File: config.mk
export PLATFORM = sky130hd
export DESIGN_NAME = supply_monitor_trim_config
export DESIGN_NICKNAME = d
export VERILOG_FILES = /design/src/hdl/supply_trim_pkg.sv /design/src/hdl/supply_monitor_trim_config.sv
export SDC_FILE = /design/constraint.sdc
export NUM_CORES = 1
export LEC_CHECK = 0
export ABC_CLOCK_PERIOD_IN_PS = 5400
export BUFFER_PORTS_ARGS = -buffer_cell sky130_fd_sc_hd__clkbuf_2
export CAP_MARGIN = 20
export CORE_MARGIN = 3
export CORE_UTILIZATION = 48
export CTS_CLUSTER_DIAMETER = 100
export DETAILED_ROUTE_END_ITERATION = 8
export GPL_ROUTABILITY_DRIVEN = 1
export HOLD_SLACK_MARGIN = 0.05
export PLACE_DENSITY_LB_ADDON = 0.05
export SETUP_SLACK_MARGIN = 0.2
export SYNTH_ARGS = -nofsm -noshare
export SYNTH_HDL_FRONTEND = slang
export SYNTH_SLANG_ARGS = --single-unit
File: constraint.sdc
create_clock -name ref_clk -period 5.4 [get_ports ref_clk]
set_input_delay 0.27 -clock ref_clk [delete_from_list [all_inputs] [get_ports ref_clk]]
set_output_delay 0.27 -clock ref_clk [all_outputs]
set_load 0.02 [all_outputs]
File: src/hdl/supply_trim_pkg.sv
/*
 * constants for the supply monitor and trim configuration bank:
 * register offsets, field positions, trip codes, trim codes and timing.
 * assumes a single 40 MHz clock and a byte-wide register port driven by
 * the serial interface logic that sits in front of this bank.
 */
//
// Function
// - writing one to the clear-stamps bit clears both switchover stamp sets, bit resets to zero.
// - main-supply trip codes 000 to 101 select brownout levels 2.295 V up to 4.675 V.
// - a main supply below the selected threshold sets the main-supply-low flag.
// - the battery trip register holds two independent threshold selections, 85 and 75 percent.
// - the first battery selector offers seven codes from 2.125 V to 4.675 V.
// - the second battery selector offers seven codes from 1.875 V to 4.125 V.
// - writing one to the battery-disconnect bit starts isolating the backup battery.
// - when main supply returns after a power cycle the disconnect bit clears and battery reconnects.
// - factory trim values load at power-up and user writes to them are ignored.
// - digital trim skips or inserts pulses, analog trim steers load capacitance.
// - coarse digital trim decodes 00 off, 01 plus 30.5 ppm, 10 zero, 11 minus 30.5 ppm.
// - combined trimming spans plus 62.5 ppm down to minus 61.5 ppm.
// - setting temperature-sense enable triggers an immediate battery check besides second 59.
package supply_trim_pkg;

    // register offsets on the byte port
    localparam logic [7:0] MAIN_SUPPLY_CONTROL_ADDR  = 8'h09;
    localparam logic [7:0] BATTERY_TRIP_CONTROL_ADDR = 8'h0A;
    localparam logic [7:0] INITIAL_TRIM_SETTING_ADDR = 8'h0B;

    // field positions
    localparam int CLEAR_STAMPS_BIT       = 7;
    localparam int MAIN_TRIP_LSB          = 0;
    localparam int BATTERY_DISCONNECT_BIT = 6;
    localparam int FIRST_TRIP_LSB         = 3;
    localparam int SECOND_TRIP_LSB        = 0;
    localparam int COARSE_TRIM_LSB        = 6;
    localparam int FINE_TRIM_LSB          = 0;

    // reset values
    localparam logic [2:0] TRIP_SEL_RESET     = 3'h0;
    localparam logic [1:0] COARSE_TRIM_DEFAULT = 2'h2;
    localparam logic [5:0] FINE_TRIM_DEFAULT   = 6'h20;

    // highest legal trip codes
    localparam logic [2:0] MAIN_TRIP_MAX    = 3'h5;
    localparam logic [2:0] BATTERY_TRIP_MAX = 3'h6;

    // trip levels in millivolts, indexed by code
    localparam logic [12:0] MAIN_TRIP_MV [0:5] = '{
        13'h8F7, 13'h9F6, 13'hAF5, 13'hBF4, 13'h109A, 13'h1243};
    localparam logic [12:0] FIRST_TRIP_MV [0:6] = '{
        13'h84D, 13'h8F7, 13'h9F6, 13'hAF5, 13'hBF4, 13'h109A, 13'h1243};
    localparam logic [12:0] SECOND_TRIP_MV [0:6] = '{
        13'h753, 13'h7E9, 13'h8CA, 13'h9AB, 13'hA8C, 13'hEA6, 13'h101D};

    // coarse digital trim codes
    typedef enum logic [1:0] {
        TRIM_OFF   = 2'b00,
        TRIM_PLUS  = 2'b01,
        TRIM_ZERO  = 2'b10,
        TRIM_MINUS = 2'b11
    } coarse_trim_t;

    // oscillator tick: 32.768 kHz from 40 MHz, fractional accumulator
    localparam int unsigned REF_CLK_HZ = 32'h0262_5A00;
    localparam int unsigned OSC_HZ     = 32'h0000_8000;
    localparam logic [25:0] OSC_STEP   = 26'(OSC_HZ);
    localparam logic [25:0] OSC_MOD    = 26'(REF_CLK_HZ);

    // pulses per adjustment slot: 30.5 ppm is one pulse in 32768 ticks
    localparam logic [14:0] TRIM_SLOT_TICKS = 15'h7FFF;

    // analog load code maps +32 (0x00) to -31 (0x3F) in 1 ppm steps
    localparam logic [5:0] ANALOG_MAX_CODE = 6'h3F;

    // second value that triggers the periodic battery check
    localparam logic [5:0] BATTERY_CHECK_SECOND = 6'h3B;

endpackage

File: src/hdl/supply_monitor_trim_config.sv
/*
 * supply monitor and oscillator trim configuration bank.
 * holds the main-supply and battery trip selections, the battery
 * disconnect control, the stamp clear pulse and the read-only trim,
 * and derives a trimmed oscillator tick from the 40 MHz reference.
 * assumes the serial front end presents single-cycle byte reads and
 * writes on ref_clk, and that comparator and power-good levels arrive
 * asynchronously from the analog section.
 */
`timescale 1ns/10ps

module supply_monitor_trim_config (
    input  wire logic       ref_clk,
    input  wire logic       rstn,
    input  wire logic       reg_wr,
    input  wire logic       reg_rd,
    input  wire logic [7:0] reg_addr,
    input  wire logic [7:0] reg_wdata,
    input  wire logic       temp_sense_enable,
    input  wire logic [5:0] seconds_count,
    input  wire logic       main_supply_good,
    input  wire logic       main_below_trip,
    input  wire logic [1:0] factory_coarse_trim,
    input  wire logic [5:0] factory_fine_trim,
    output logic [7:0]      reg_rdata,
    output logic            clear_stamps,
    output logic [2:0]      main_supply_trip_sel,
    output logic            main_supply_low_flag,
    output logic [2:0]      first_battery_trip_sel,
    output logic [2:0]      second_battery_trip_sel,
    output logic            battery_disconnect,
    output logic            battery_check,
    output logic [1:0]      coarse_digital_trim,
    output logic [5:0]      fine_analog_trim,
    output logic            osc_tick
);

    ////////////////////////////////////////////////////////////////////////
    // input synchronisers

    logic [1:0] main_good_sync_q;
    logic [1:0] main_below_sync_q;
    logic [1:0] tse_sync_q;
    logic       tse_prev_q;
    logic       main_good_prev_q;

    // analog levels cross into ref_clk through two flops each; the power-good
    // chain resets to its idle high level, otherwise the release of reset
    // would look like a power return and wipe a disconnect written at once
    always_ff @(posedge ref_clk) begin
        if (!rstn) begin
            main_good_sync_q  <= '1;
            main_below_sync_q <= 2'h0;
            tse_sync_q        <= 2'h0;
        end else begin
            main_good_sync_q  <= {main_good_sync_q[0], main_supply_good};
            main_below_sync_q <= {main_below_sync_q[0], main_below_trip};
            tse_sync_q        <= {tse_sync_q[0], temp_sense_enable};
        end
    end

    // edge history looks only at the second stage
    // history starts at each pin's idle level so no false edge follows reset
    always_ff @(posedge ref_clk) begin
        if (!rstn) begin
            tse_prev_q       <= 1'b0;
            main_good_prev_q <= 1'b1;
        end else begin
            tse_prev_q       <= tse_sync_q[1];
            main_good_prev_q <= main_good_sync_q[1];
        end
    end

    logic tse_rise;
    logic main_return;
    assign tse_rise    = tse_sync_q[1] & ~tse_prev_q;
    assign main_return = main_good_sync_q[1] & ~main_good_prev_q;

    ////////////////////////////////////////////////////////////////////////
    // write decode

    // one strobe selects at most one register, so a misdirected address
    // never touches the bank
    logic wr_main;
    logic wr_batt;
    always_comb begin
        wr_main = 1'b0;
        wr_batt = 1'b0;
        if (reg_wr && reg_addr == supply_trim_pkg::MAIN_SUPPLY_CONTROL_ADDR) begin
            wr_main = 1'b1;
        end else if (reg_wr && reg_addr == supply_trim_pkg::BATTERY_TRIP_CONTROL_ADDR) begin
            wr_batt = 1'b1;
        end
        // writes to the trim address fall through: the trim is read-only
    end

    // clamp a three-bit trip code to the highest defined level
    function automatic logic [2:0] clamp_trip(input logic [2:0] code,
                                              input logic [2:0] max_code);
        clamp_trip = (code > max_code) ? max_code : code;
    endfunction

    ////////////////////////////////////////////////////////////////////////
    // main supply control

    logic [2:0] main_trip_q;
    logic       clear_stamps_q;

    // the clear bit never stores: it fires one pulse and reads back zero
    always_ff @(posedge ref_clk) begin
        if (!rstn) begin
            clear_stamps_q <= 1'b0;
        end else begin
            clear_stamps_q <= wr_main & reg_wdata[supply_trim_pkg::CLEAR_STAMPS_BIT];
        end
    end

    // undefined codes from a misbehaving host are clamped so the comparator
    // always sees a real level rather than floating
    always_ff @(posedge ref_clk) begin
        if (!rstn) begin
            main_trip_q <= supply_trim_pkg::TRIP_SEL_RESET;
        end else if (wr_main) begin
            main_trip_q <= clamp_trip(reg_wdata[supply_trim_pkg::MAIN_TRIP_LSB +: 3],
                                      supply_trim_pkg::MAIN_TRIP_MAX);
        end
    end

    // low flag follows the comparator against the selected level
    logic main_low_q;
    always_ff @(posedge ref_clk) begin
        if (!rstn) begin
            main_low_q <= 1'b0;
        end else begin
            main_low_q <= main_below_sync_q[1];
        end
    end

    ////////////////////////////////////////////////////////////////////////
    // battery trip control

    logic [2:0] first_trip_q;
    logic [2:0] second_trip_q;
    logic       disconnect_q;

    // both selections are written together but stored apart
    always_ff @(posedge ref_clk) begin
        if (!rstn) begin
            first_trip_q  <= supply_trim_pkg::TRIP_SEL_RESET;
            second_trip_q <= supply_trim_pkg::TRIP_SEL_RESET;
        end else if (wr_batt) begin
            first_trip_q  <= clamp_trip(reg_wdata[supply_trim_pkg::FIRST_TRIP_LSB +: 3],
                                        supply_trim_pkg::BATTERY_TRIP_MAX);
            second_trip_q <= clamp_trip(reg_wdata[supply_trim_pkg::SECOND_TRIP_LSB +: 3],
                                        supply_trim_pkg::BATTERY_TRIP_MAX);
        end
    end

    // power return wins over a write in the same cycle, so the battery is
    // never left isolated once the main supply is back
    always_ff @(posedge ref_clk) begin
        if (!rstn) begin
            disconnect_q <= 1'b0;
        end else if (main_return) begin
            disconnect_q <= 1'b0;
        end else if (wr_batt) begin
            disconnect_q <= reg_wdata[supply_trim_pkg::BATTERY_DISCONNECT_BIT];
        end
    end

    // battery check: once a minute on entering second 59, or on enable rising;
    // history resets to 59 so a reset released at second 59 adds no check
    logic       check_q;
    logic [5:0] seconds_prev_q;
    always_ff @(posedge ref_clk) begin
        if (!rstn) begin
            check_q        <= 1'b0;
            seconds_prev_q <= supply_trim_pkg::BATTERY_CHECK_SECOND;
        end else begin
            seconds_prev_q <= seconds_count;
            check_q        <= tse_rise
                | (seconds_count == supply_trim_pkg::BATTERY_CHECK_SECOND
                   && seconds_prev_q != supply_trim_pkg::BATTERY_CHECK_SECOND);
        end
    end

    ////////////////////////////////////////////////////////////////////////
    // trim register

    logic [1:0] coarse_q;
    logic [5:0] fine_q;
    logic       loaded_q;

    // factory values are recalled once, the first cycle after reset;
    // nothing on the register port reaches these flops
    always_ff @(posedge ref_clk) begin
        if (!rstn) begin
            coarse_q <= supply_trim_pkg::COARSE_TRIM_DEFAULT;
            fine_q   <= supply_trim_pkg::FINE_TRIM_DEFAULT;
            loaded_q <= 1'b0;
        end else if (!loaded_q) begin
            coarse_q <= factory_coarse_trim;
            fine_q   <= factory_fine_trim;
            loaded_q <= 1'b1;
        end
    end

    // coarse trim seen by the pulse logic only updates while temperature
    // sensing is off, so a mid-run recall cannot jolt compensation
    logic [1:0] coarse_live_q;
    always_ff @(posedge ref_clk) begin
        if (!rstn) begin
            coarse_live_q <= supply_trim_pkg::COARSE_TRIM_DEFAULT;
        end else if (!tse_sync_q[1]) begin
            coarse_live_q <= coarse_q;
        end
    end

    ////////////////////////////////////////////////////////////////////////
    // trimmed oscillator tick

    logic [25:0] phase_q;
    logic        raw_tick;
    logic [14:0] slot_q;
    logic        slot_end;
    logic        tick_q;

    assign raw_tick = (phase_q + supply_trim_pkg::OSC_STEP) >= supply_trim_pkg::OSC_MOD;
    assign slot_end = slot_q == supply_trim_pkg::TRIM_SLOT_TICKS;

    // fractional accumulator gives the nominal 32.768 kHz rate
    always_ff @(posedge ref_clk) begin
        if (!rstn) begin
            phase_q <= 26'h0;
        end else if (raw_tick) begin
            phase_q <= phase_q + supply_trim_pkg::OSC_STEP - supply_trim_pkg::OSC_MOD;
        end else begin
            phase_q <= phase_q + supply_trim_pkg::OSC_STEP;
        end
    end

    // one pulse in 32768 is inserted or skipped, 30.5 ppm per step; the
    // analog part of the span is carried by the load code output
    // limitation: a slot lasts about one second of ticks, so the coarse step
    // only shows in measurements that span several slots
    logic insert_pending_q;
    always_ff @(posedge ref_clk) begin
        if (!rstn) begin
            slot_q           <= 15'h0;
            insert_pending_q <= 1'b0;
            tick_q           <= 1'b0;
        end else begin
            tick_q <= 1'b0;
            if (insert_pending_q && !raw_tick) begin
                tick_q           <= 1'b1;
                insert_pending_q <= 1'b0;
            end else if (raw_tick) begin
                slot_q <= slot_end ? 15'h0 : slot_q + 15'h1;
                if (slot_end && coarse_live_q == supply_trim_pkg::TRIM_MINUS) begin
                    tick_q <= 1'b0;
                end else begin
                    tick_q <= 1'b1;
                end
                if (slot_end && coarse_live_q == supply_trim_pkg::TRIM_PLUS) begin
                    insert_pending_q <= 1'b1;
                end
            end
        end
    end

    ////////////////////////////////////////////////////////////////////////
    // read data

    // read data is registered on the strobe and held until the next read;
    // the clear bit reads zero since it is only a pulse, and unmapped
    // addresses read zero so a probing host sees no stale byte
    logic [7:0] rdata_q;
    always_ff @(posedge ref_clk) begin
        if (!rstn) begin
            rdata_q <= 8'h00;
        end else if (reg_rd) begin
            if (reg_addr == supply_trim_pkg::MAIN_SUPPLY_CONTROL_ADDR) begin
                rdata_q <= {5'h00, main_trip_q};
            end else if (reg_addr == supply_trim_pkg::BATTERY_TRIP_CONTROL_ADDR) begin
                rdata_q <= {1'b0, disconnect_q, first_trip_q, second_trip_q};
            end else if (reg_addr == supply_trim_pkg::INITIAL_TRIM_SETTING_ADDR) begin
                rdata_q <= {coarse_q, fine_q};
            end else begin
                rdata_q <= 8'h00;
            end
        end
    end

    // every output is taken straight from its flop
    assign reg_rdata               = rdata_q;
    assign clear_stamps            = clear_stamps_q;
    assign main_supply_trip_sel    = main_trip_q;
    assign main_supply_low_flag    = main_low_q;
    assign first_battery_trip_sel  = first_trip_q;
    assign second_battery_trip_sel = second_trip_q;
    assign battery_disconnect      = disconnect_q;
    assign battery_check           = check_q;
    assign coarse_digital_trim     = coarse_live_q;
    assign fine_analog_trim        = fine_q;
    assign osc_tick                = tick_q;

endmodule

==> impl_metrics.toml, run 1 <==
[worst_hold_path]
min_path_type = "input pin to register"
hold_depth = 2

[drt]
drt-initial-drc-count = 125
detail-route-antenna-nets = 0
wire_per_inst_um = 13.5
routed_wl_mm = 7.76
drc = 0
vias = 3166
viasPerCell = 5.49
drtPass1Iterations = 5

[clock_network]
cts_tree = "yes"
clkSinkCount = 80
clkTransAtPathRegs_ns = 0.09
cts.repair.resized = 0
root_buffer = "clkbuf_8"
cts_setup_buffers = 0
clkLatencyLatePin_ns = 0.35
cts_buffer_depth = 2
htreeDepth = 3
cts_buffers = 9
ctsHoldBuffers = 0

[placed_design]
place.port_buffers = 66
preCtsSetupSlack_ns = 2.45
place_congestion = 0.834
dpl.cell_count = 561
dp_hpwl_mm = 5.48

[global_route]
overflow = 0
grt_pass1_vias = 2796
antenna_found_initial = 0
grt_use_total_pct = 18.2
grt_start_max_net_pins = 38
grt_first_pass_wirelength_mm = 12.9

[timing]
slew_violations = 0
post-route-min-period_ns = 2.97
hold_viol = 0
worst_pin_slew_ns = 1.00
setup_viol = 0
max_freq_mhz = 337
maxSlewHeadroom_pct = 33.0
grt_setup_unrepaired = "false"
clock_skew_ns = 0.00904
finalCritPeriodShare_pct = 55.0
fin_ws_ns = 2.43
setup_tns_ns = 0

[power]
internal_power_w = 0.000855
clkPwrFrac_pct = 40.4
peakVddDrop_mv = 0.164
switching_power_w = 0.000295
total_power_w = 0.00115
combPwrFrac_pct = 6.3
p_leak_nw = 1.76
p_per_area_nw_per_um2 = 269
seqPwrFrac_pct = 53.2
sw_frac_of_total_pct = 25.7

[floorplan]
io_pins = 67
start_util_pct = 50.3
dieArea_um2 = 8810
core_um2 = 7370
num_rows = 31
die_h_um = 93.9
die_w_um = 93.9

[final_layout]
fin_cells = 577
post-route-util_pct = 58.0
fin_nets = 515
drive_above_1_share_pct = 22.2
area_growth_pct = 15.3
antenna_cells = 0

[synthesis]
synth_top_area_cell = "dfxtp_1"
syn_avg_cell_area_um2 = 8.91
syn_nets = 458
yosys_most_used_dff = "dfxtp_1"
yosys-top-cells-area = "dfxtp_1 (43%), mux2i_1 (6.5%), nor2_1 (5.4%)"
synthCells = 416
async_flop_share_pct = 0
ys_seq_area_share_pct = 43.2
synth_edf_count = 0
synth_top_area_share_pct = 43.2
ys_types = 64
ys_ff_latch = 80
ys_warn_count = 0
syn_area_um2 = 3710

[job]
cap_violations = 0

[setup_path]
cp_max_fo = 29
crit_type = "register to register"
worstPathArrival_ns = 3.24
cp.depth = 8
crit_chain = "ha_1 > or3b_1 > o32ai_2 > a21oi_2 > o21a_4 > o21ai_2 > o21ai_0 > a21oi_1"
start_kind = "register"
slowest_delay_ns = 0.77
cp_num_buf_inv = 0
required_ns = 5.67
cp_top_family = "compound AO/OA/AOI/OAI gates"
reg2regPathDepth = 8
cp-end-kind = "register"
slowest_stage = "o21ai_2"
reg2reg_slack_ns = 2.43

[run_status]
status = "finished clean"
-- stage by stage --
stage               hold WS, ns  cell area (um^2)
finish                    0.104              4280
global route              0.102              4280
CTS                      0.0946              4280
detailed placement        0.396              4070
global placement          0.397              4070
floorplan                 0.298              3710
-- power groups by stage --
stage	registers [W]	logic (W)	clock network [W]
6_report	0.000612	0.0000729	0.000465
2_1_floorplan	0.000625	0.0000455	0
4_1_cts	0.000612	0.0000739	0.000475
3_5_place_dp	0.000626	0.0000736	0
3_3_place_gp	0.000626	0.0000725	0
5_1_grt	0.000614	0.0000818	0.000499
-- state kept, by name (all words and copies together) (netlist names), 2 cells and up --
signal,count
slot_q,15
fine_analog_trim,6
first_battery_trip_sel,3
second_battery_trip_sel,3
coarse_q,2
tse_sync_q,2
coarse_digital_trim,2
seconds_prev_q,6
main_good_sync_q,2
main_below_sync_q,2
phase_q,17
main_supply_trip_sel,3
reg_rdata,8
-- worst paths after layout --
path	start	end
hold / removal	main_supply_good	main_good_sync_q[0]$_SDFF_PN1_
setup reg to reg	phase_q[15]$_SDFF_PN0_	phase_q[12]$_SDFFE_PN0P_
setup / recovery	phase_q[15]$_SDFF_PN0_	phase_q[12]$_SDFFE_PN0P_
hold reg to reg	main_good_sync_q[0]$_SDFF_PN1_	main_good_sync_q[1]$_SDFF_PN1_
-- per-layer routing --
layer | up-vias | wire (um) | part of all wire [%] | global-route usage, %
met4 | 0 | 163 | 2.1 | 9.15
met2 | 66 | 3590 | 46 | 27.2
met5 | - | 0 | 0 | 0
li1 | 1593 | - | - | -
met1 | 1492 | 3730 | 48 | 25.0
met3 | 15 | 277 | 3.6 | 3.45
-- cells by family (layout without fill, tap and decap cells) --
logic type                 after synthesis  after routing  synth area share [%]
AOI/OAI and AO/OA                       94             94                  16.9
xor gates and xnor gates                13             13                  3.58
adders and majority gates                5              5                  1.69
buffers and inverters                   31             93                  3.75
DFF                                     80             80                  43.2
muxes                                   27             27                  7.39
and+or+nand+nor                        166            166                  23.5
-- area by class of cell --
cell class	count	area [um^2]
Fill cell	691	3090
Sequential cell	80	1600
Clock buffer	9	124
Multi-Input combinational cell	305	1970
Clock inverter	7	83.8
Tap cell	99	124
Inverter	10	37.5
Timing Repair Buffer	67	338
-- worst register-to-register path, delay by kind of cell (launching register included) --
kind	cells	cell delay, ns
adders and majority gates	1	0.33
DFF	1	0.51
and+or+nand+nor	1	0.38
AOI/OAI and AO/OA	6	1.69
-- cell usage in the layout (no fill, tap or decap), types with 6 or more instances in the layout --
cell type  instances
nand4_1            8
a21oi_1           31
nand2_1           31
o21ai_0           16
dfxtp_1           80
and2_1             7
nor2_1            53
inv_1             10
nand3_1           15
or3_1              8
clkbuf_8           9
clkbuf_2          66
mux2i_1           24
nand2b_1          10
xnor2_1            9
and3_1             6
-- cell usage after synthesis, drive strengths merged, types with 3 or more instances --
cell type,instances
nand2b,10
buf,10
and3,6
a21oi,32
o22ai,5
o21a,3
o21ai,18
nor2,53
a21o,4
nand4,8
a22oi,3
mux2,3
inv,10
a31o,4
mux2i,24
dfxtp,80
xor2,4
nand2,32
xnor2,9
or3,8
nand3,16
clkbuf,11
nor2b,4
or4,3
nor3,8
ha,5
o211ai,3
a31oi,6
and2,8
Note: power is estimated with default switching activity, not from simulation.
==> inputs of run 2 (changes only) <==
Settings changed: ABC_CLOCK_PERIOD_IN_PS 5400 to 3100.
Clock period 5.4 ns to 3.1 ns, I/O delays scaled along.
==> impl_metrics.toml, run 2 (same netlist as run 1, synthesis figures left out) <==
[final_layout]
n_fill_cell = 674
drive_above_1_share_pct = 22.4
final_cell_mix = "dfxtp_1 (79), clkbuf_2 (66), nor2_1 (53)"
area_growth_pct = 21.6
antenna_cells = 0
top_register = "phase_q"
multiInputGateArea_um2 = 1970
fin_nets = 537
seq_area_um2 = 1600
layout_commonest_cell = "dfxtp_1"
largest_register_ffs = 17

[clock_network]
cts_buffers = 9
cts_setup_buffers = 0
clkLatencyLatePin_ns = 0.35
cts_tree = "yes"
root_buffer = "clkbuf_8"
clkSinkCount = 80
cts_buffer_depth = 2
htreeDepth = 3
clkTransAtPathRegs_ns = 0.09

[timing]
worst_pin_slew_ns = 0.585
setup_tns_ns = 0
finalCritPeriodShare_pct = 82.2
slew_violations = 0
setup_viol = 0
post-route-min-period_ns = 2.55
clock_skew_ns = 0.0123
grt_setup_unrepaired = "false"
hold_viol = 0
max_freq_mhz = 392
maxSlewHeadroom_pct = 60.7
fin_ws_ns = 0.552

[job]
cap_violations = 0

[drt]
wire_per_inst_um = 13.6
drtPass1Iterations = 4
drc = 0
drt-initial-drc-count = 149
vias = 3215
viasPerCell = 5.37
detail-route-antenna-nets = 0
routed_wl_mm = 8.15

[global_route]
grt_start_max_net_pins = 35
grt_pass1_vias = 2912
grt_use_total_pct = 19.0
overflow = 0
antenna_found_initial = 0
grt_first_pass_wirelength_mm = 13.5

[floorplan]
dieArea_um2 = 8810
die_h_um = 93.9
die_w_um = 93.9
core_um2 = 7370
io_pins = 67
start_util_pct = 50.3
num_rows = 31

[placed_design]
preCtsSetupSlack_ns = 0.390
dp_hpwl_mm = 5.76
place.port_buffers = 66
place_congestion = 0.804

[worst_hold_path]
min_path_type = "input pin to register"

[power]
p_leak_nw = 1.86
peakVddDrop_mv = 0.296
p_per_area_nw_per_um2 = 452

[setup_path]
cp_max_fo = 21
cp-end-kind = "register"
required_ns = 3.38
crit_type = "register to register"
worstPathArrival_ns = 2.83
start_kind = "register"

[run_status]
status = "finished clean"
[run 2: changes by cell type in the layout (fill, tap and decap cells not counted)]
cell / previous run / this run
dfxtp_1: 80 / 79
inv_6: 3 / 1
dfxtp_2: 0 / 1
clkbuf_8: 9 / 10
ha_2: 0 / 1
ha_1: 5 / 4
clkinv_4: 1 / 2
dlygate4sd3_1: 0 / 18
buf_4: 1 / 4
buf_12: 0 / 1
[run 2: path summary, 6_finish.rpt]
path | startpoint | to | slack (ns) | depth (start not counted)
worst max register to register | phase_q[15]$_SDFF_PN0_ | slot_q[9]$_SDFFE_PN0P_ | 0.55 | 9
worst min register to register | main_good_sync_q[0]$_SDFF_PN1_ | main_good_sync_q[1]$_SDFF_PN1_ | 0.43 | 1
worst min-delay path | reg_wdata[4] | first_battery_trip_sel[1]$_SDFFE_PN0P_ | 0.06 | 3
worst max-delay path | phase_q[15]$_SDFF_PN0_ | slot_q[9]$_SDFFE_PN0P_ | 0.55 | 9
[run 2: per-layer routing]
| layer | part of all wire, % | vias up | global-route usage [%] |
|---|---|---|---|
| met5 | 0 | - | 0 |
| met4 | 0.96 | 0 | 8.18 |
| met3 | 3.7 | 7 | 2.80 |
| met2 | 48 | 66 | 29.6 |
| met1 | 47 | 1506 | 26.0 |
| li1 | - | 1636 | - |
[run 2: repair_timing]
| item | CTS | global route |
|---|---|---|
| hold buffers | 18 | 0 |
| resized for setup | 0 | 2 |
| setup endpoints to repair | 0 | 7 |
| hold endpoints to repair | 18 | 0 |
[run 2: final cells by class]
class                      instances  area share (%)
clock buffer                      10            3.05
clock inverter                     6            1.67
inverter                          10           0.833
multi-input combinational        305            43.7
sequential                        80            35.6
tap                               99            2.75
timing repair buffer              89            12.4
[run 2: where the power goes]
part	leakage [nW]	internal, W	switching [W]	total (W)
Clock	0.105	0.000406	0.000413	0.000818
Sequential	0.651	0.00105	0.0000193	0.00107
Combinational	1.11	0.0000719	0.0000784	0.000150
Total	1.86	0.00153	0.000510	0.00204
[run 2: stage by stage]
step	hold WS (ns)	cells	cell area, um^2	total power [W]	utilization [%]
after floorplan	0.183	416	3710	0.00117	-
after global placement	0.335	565	4110	0.00122	55.8
after detailed placement	0.341	565	4110	0.00122	55.8
after CTS	0.0545	599	4500	0.00206	61.1
after global routing	0.0738	599	4510	0.00212	61.2
final	0.0647	599	4510	0.00204	61.2
[run 2: critical path: stages, from the launching register on]
cell and delay, ns:
dfxtp_2 0.44, ha_2 0.30, nand3_4 0.13, nor3_4 0.33
nor3_2 0.10, a31oi_4 0.24, o21ai_2 0.19, buf_12 0.19
or4_1 0.47, o21ai_1 0.08
==> inputs of run 3 (changes only) <==
Settings changed: ABC_AREA set to 1, ABC_CLOCK_PERIOD_IN_PS 3100 to 2100.
Clock period 3.1 ns to 2.1 ns, I/O delays scaled along.
==> impl_metrics.toml, run 3 <==
[placed_design]
place.port_buffers = 66
place_congestion = 0.880
dp_hpwl_mm = 6.81

[floorplan]
die_w_um = 98.6
num_rows = 33
dieArea_um2 = 9720
start_util_pct = 49.8
core_um2 = 8260
io_pins = 67
die_h_um = 98.6

[timing]
setup_viol = 0
clock_skew_ns = 0.0101
slew_violations = 0
max_freq_mhz = 521
hold_viol = 0
setup_tns_ns = 0
post-route-min-period_ns = 1.92
worst_pin_slew_ns = 0.497
grt_setup_unrepaired = "true"
maxSlewHeadroom_pct = 66.9
finalCritPeriodShare_pct = 91.4

[power]
p_per_area_nw_per_um2 = 557
peakVddDrop_mv = 0.487
p_leak_nw = 2.37

[setup_path]
crit_type = "register to register"
crit_chain = "ha_4 > nand3_2 > nand2_2 > nand2_4 > nor2_4 > nand3_1 > nor2_2 > nand3b_4 > nand3_4 > buf_12 > nand2_1 > nand2_1 > nor2_1"
start_kind = "register"
cp_top_family = "simple AND/OR/NAND/NOR gates"
crit_path_frequent_cell = "nand2_1"
cp-end-kind = "register"
slowest_stage = "dfxtp_4"
worstPathArrival_ns = 2.14
slowest_delay_ns = 0.38
cp_max_fo = 18
cp_num_buf_inv = 1
required_ns = 2.32

[synthesis]
synth_edf_count = 0
ys_warn_count = 0
async_flop_share_pct = 0
synth_top_area_share_pct = 38.9
ys_types = 34
yosys_most_used_dff = "dfxtp_1"
synthTopCellsByCount = "nand2_1 (151), dfxtp_1 (80), inv_1 (72)"
synth_top_area_cell = "dfxtp_1"
synthCells = 590
ys_ff_latch = 80
synth_most_common_cell = "nand2_1"
ys_seq_area_share_pct = 38.9
syn_avg_cell_area_um2 = 6.97
syn_nets = 632
syn_area_um2 = 4120
yosys-top-cells-area = "dfxtp_1 (39%), nand2_1 (14%), inv_1 (6.6%)"

[final_layout]
drive_above_1_share_pct = 25.1
largest_register_ffs = 17
layout_commonest_cell = "nand2_1"
top_register = "phase_q"
fin_nets = 734
area_growth_pct = 28.8
final_cell_mix = "nand2_1 (135), dfxtp_1 (72), inv_1 (70)"
post-route-util_pct = 64.2
antenna_cells = 0

[clock_network]
clkLatencyLatePin_ns = 0.35
cts_tree = "yes"
cts_buffers = 9
root_buffer = "clkbuf_8"
cts_buffer_depth = 2
htreeDepth = 3
clkTransAtPathRegs_ns = 0.10
clkSinkCount = 80

[run_status]
status = "finished clean"

[drt]
wire_per_inst_um = 12.8
vias = 4112
viasPerCell = 5.13
drt-initial-drc-count = 136
detail-route-antenna-nets = 0
drtPass1Iterations = 4
drc = 0
routed_wl_mm = 10.3

[job]
cap_violations = 0

[worst_hold_path]
min_path_type = "input pin to register"

[global_route]
overflow = 0
antenna_found_initial = 0
grt_first_pass_wirelength_mm = 17.2
grt_start_max_net_pins = 43
grt_use_total_pct = 21.0
grt_pass1_vias = 3881
==> run 3: changes by cell type in the layout (fill, tap and decap cells not counted), sizes merged, moves of 10 or more <==
cell,previous run,this run
a21oi,32,51
xor2,4,20
nand2b,10,0
buf,5,25
mux2i,24,0
inv,12,77
nand3,16,30
nand4,8,39
nand2,32,157
==> run 3: metrics by stage <==
step / area (um^2) / hold WS [ns] / cells / worst slack (ns) / power (W)
2_1_floorplan: 4120 / 0.133 / 590 / 0.207 / 0.00173
3_3_place_gp: 4550 / 0.292 / 752 / 0.122 / 0.00181
3_5_place_dp: 4550 / 0.293 / 752 / 0.0574 / 0.00182
4_1_cts: 5090 / 0.0619 / 793 / 0.208 / 0.00298
5_1_grt: 5300 / 0.0728 / 802 / 0.0703 / 0.00308
6_report: 5300 / 0.0826 / 802 / 0.180 / 0.00295
==> run 3: timing repair <==
item / CTS / global route
endpoints found under the setup margin: 34 / 34
buffers inserted: 1 / 9
hold buffers: 24 / 0
pin swaps: 5 / 11
resized for setup: 25 / 44
cloned: 0 / 0
endpoints found under the hold margin: 27 / 0
==> run 3: layer usage <==
metal | vias up | global-route usage, % | part of all wire, % | routed length, um
li1 | 2120 | - | - | -
met4 | 0 | 5.57 | 1.2 | 128
met5 | - | 0 | 0 | 0
met1 | 1873 | 26.5 | 45 | 4670
met3 | 12 | 5.80 | 5.3 | 540
met2 | 107 | 35.4 | 48 | 4940
==> run 3: final timing paths <==
path                                             start                                      end  slack, ns  cells past startpoint
worst min-delay path                            reg_wr  second_battery_trip_sel[2]$_SDFFE_PN0P_       0.08                      3
worst min register to register   tse_prev_q$_SDFF_PN0_                 battery_check$_SDFF_PN0_       0.42                      1
worst max register to register  phase_q[15]$_SDFF_PN0_                   slot_q[1]$_SDFFE_PN0P_       0.18                     13
worst max-delay path            phase_q[15]$_SDFF_PN0_                   slot_q[1]$_SDFFE_PN0P_       0.18                     13
==> run 3: layout make-up <==
| type | instances | area [um^2] |
|---|---|---|
| flip-flops and latches | 80 | 1620 |
| clock buffers | 9 | 124 |
| fillers | 746 | 2960 |
| multi-input cells | 414 | 2290 |
| clock inverters | 7 | 71.3 |
| repair buffers | 115 | 801 |
| well taps | 105 | 131 |
| inverters | 72 | 270 |
==> run 3: where the power goes <==
group / switching [W] / internal, W / leakage [nW]
Clock: 0.000646 / 0.000467 / 0.0999
Sequential: 0.0000250 / 0.00155 / 0.656
Combinational: 0.000142 / 0.000120 / 1.62
==> run 3: cells by family (layout without fill, tap and decap cells) <==
logic type / Yosys count / in the layout / synth area share (%)
compound gates: 82 / 82 / 10.7
xor+xnor: 22 / 22 / 4.68
fa+ha+maj: 5 / 5 / 1.52
buf+inv: 96 / 203 / 10.1
flops: 80 / 80 / 38.9
simple gates: 305 / 305 / 34.1
==> run 3: worst min-delay path, delay by kind of cell <==
family / cells / cell delay [ns]
AO/OA/AOI/OAI: 1 / 0.06
buffers and inverters: 1 / 0.13
AND/OR/NAND/NOR: 1 / 0.09
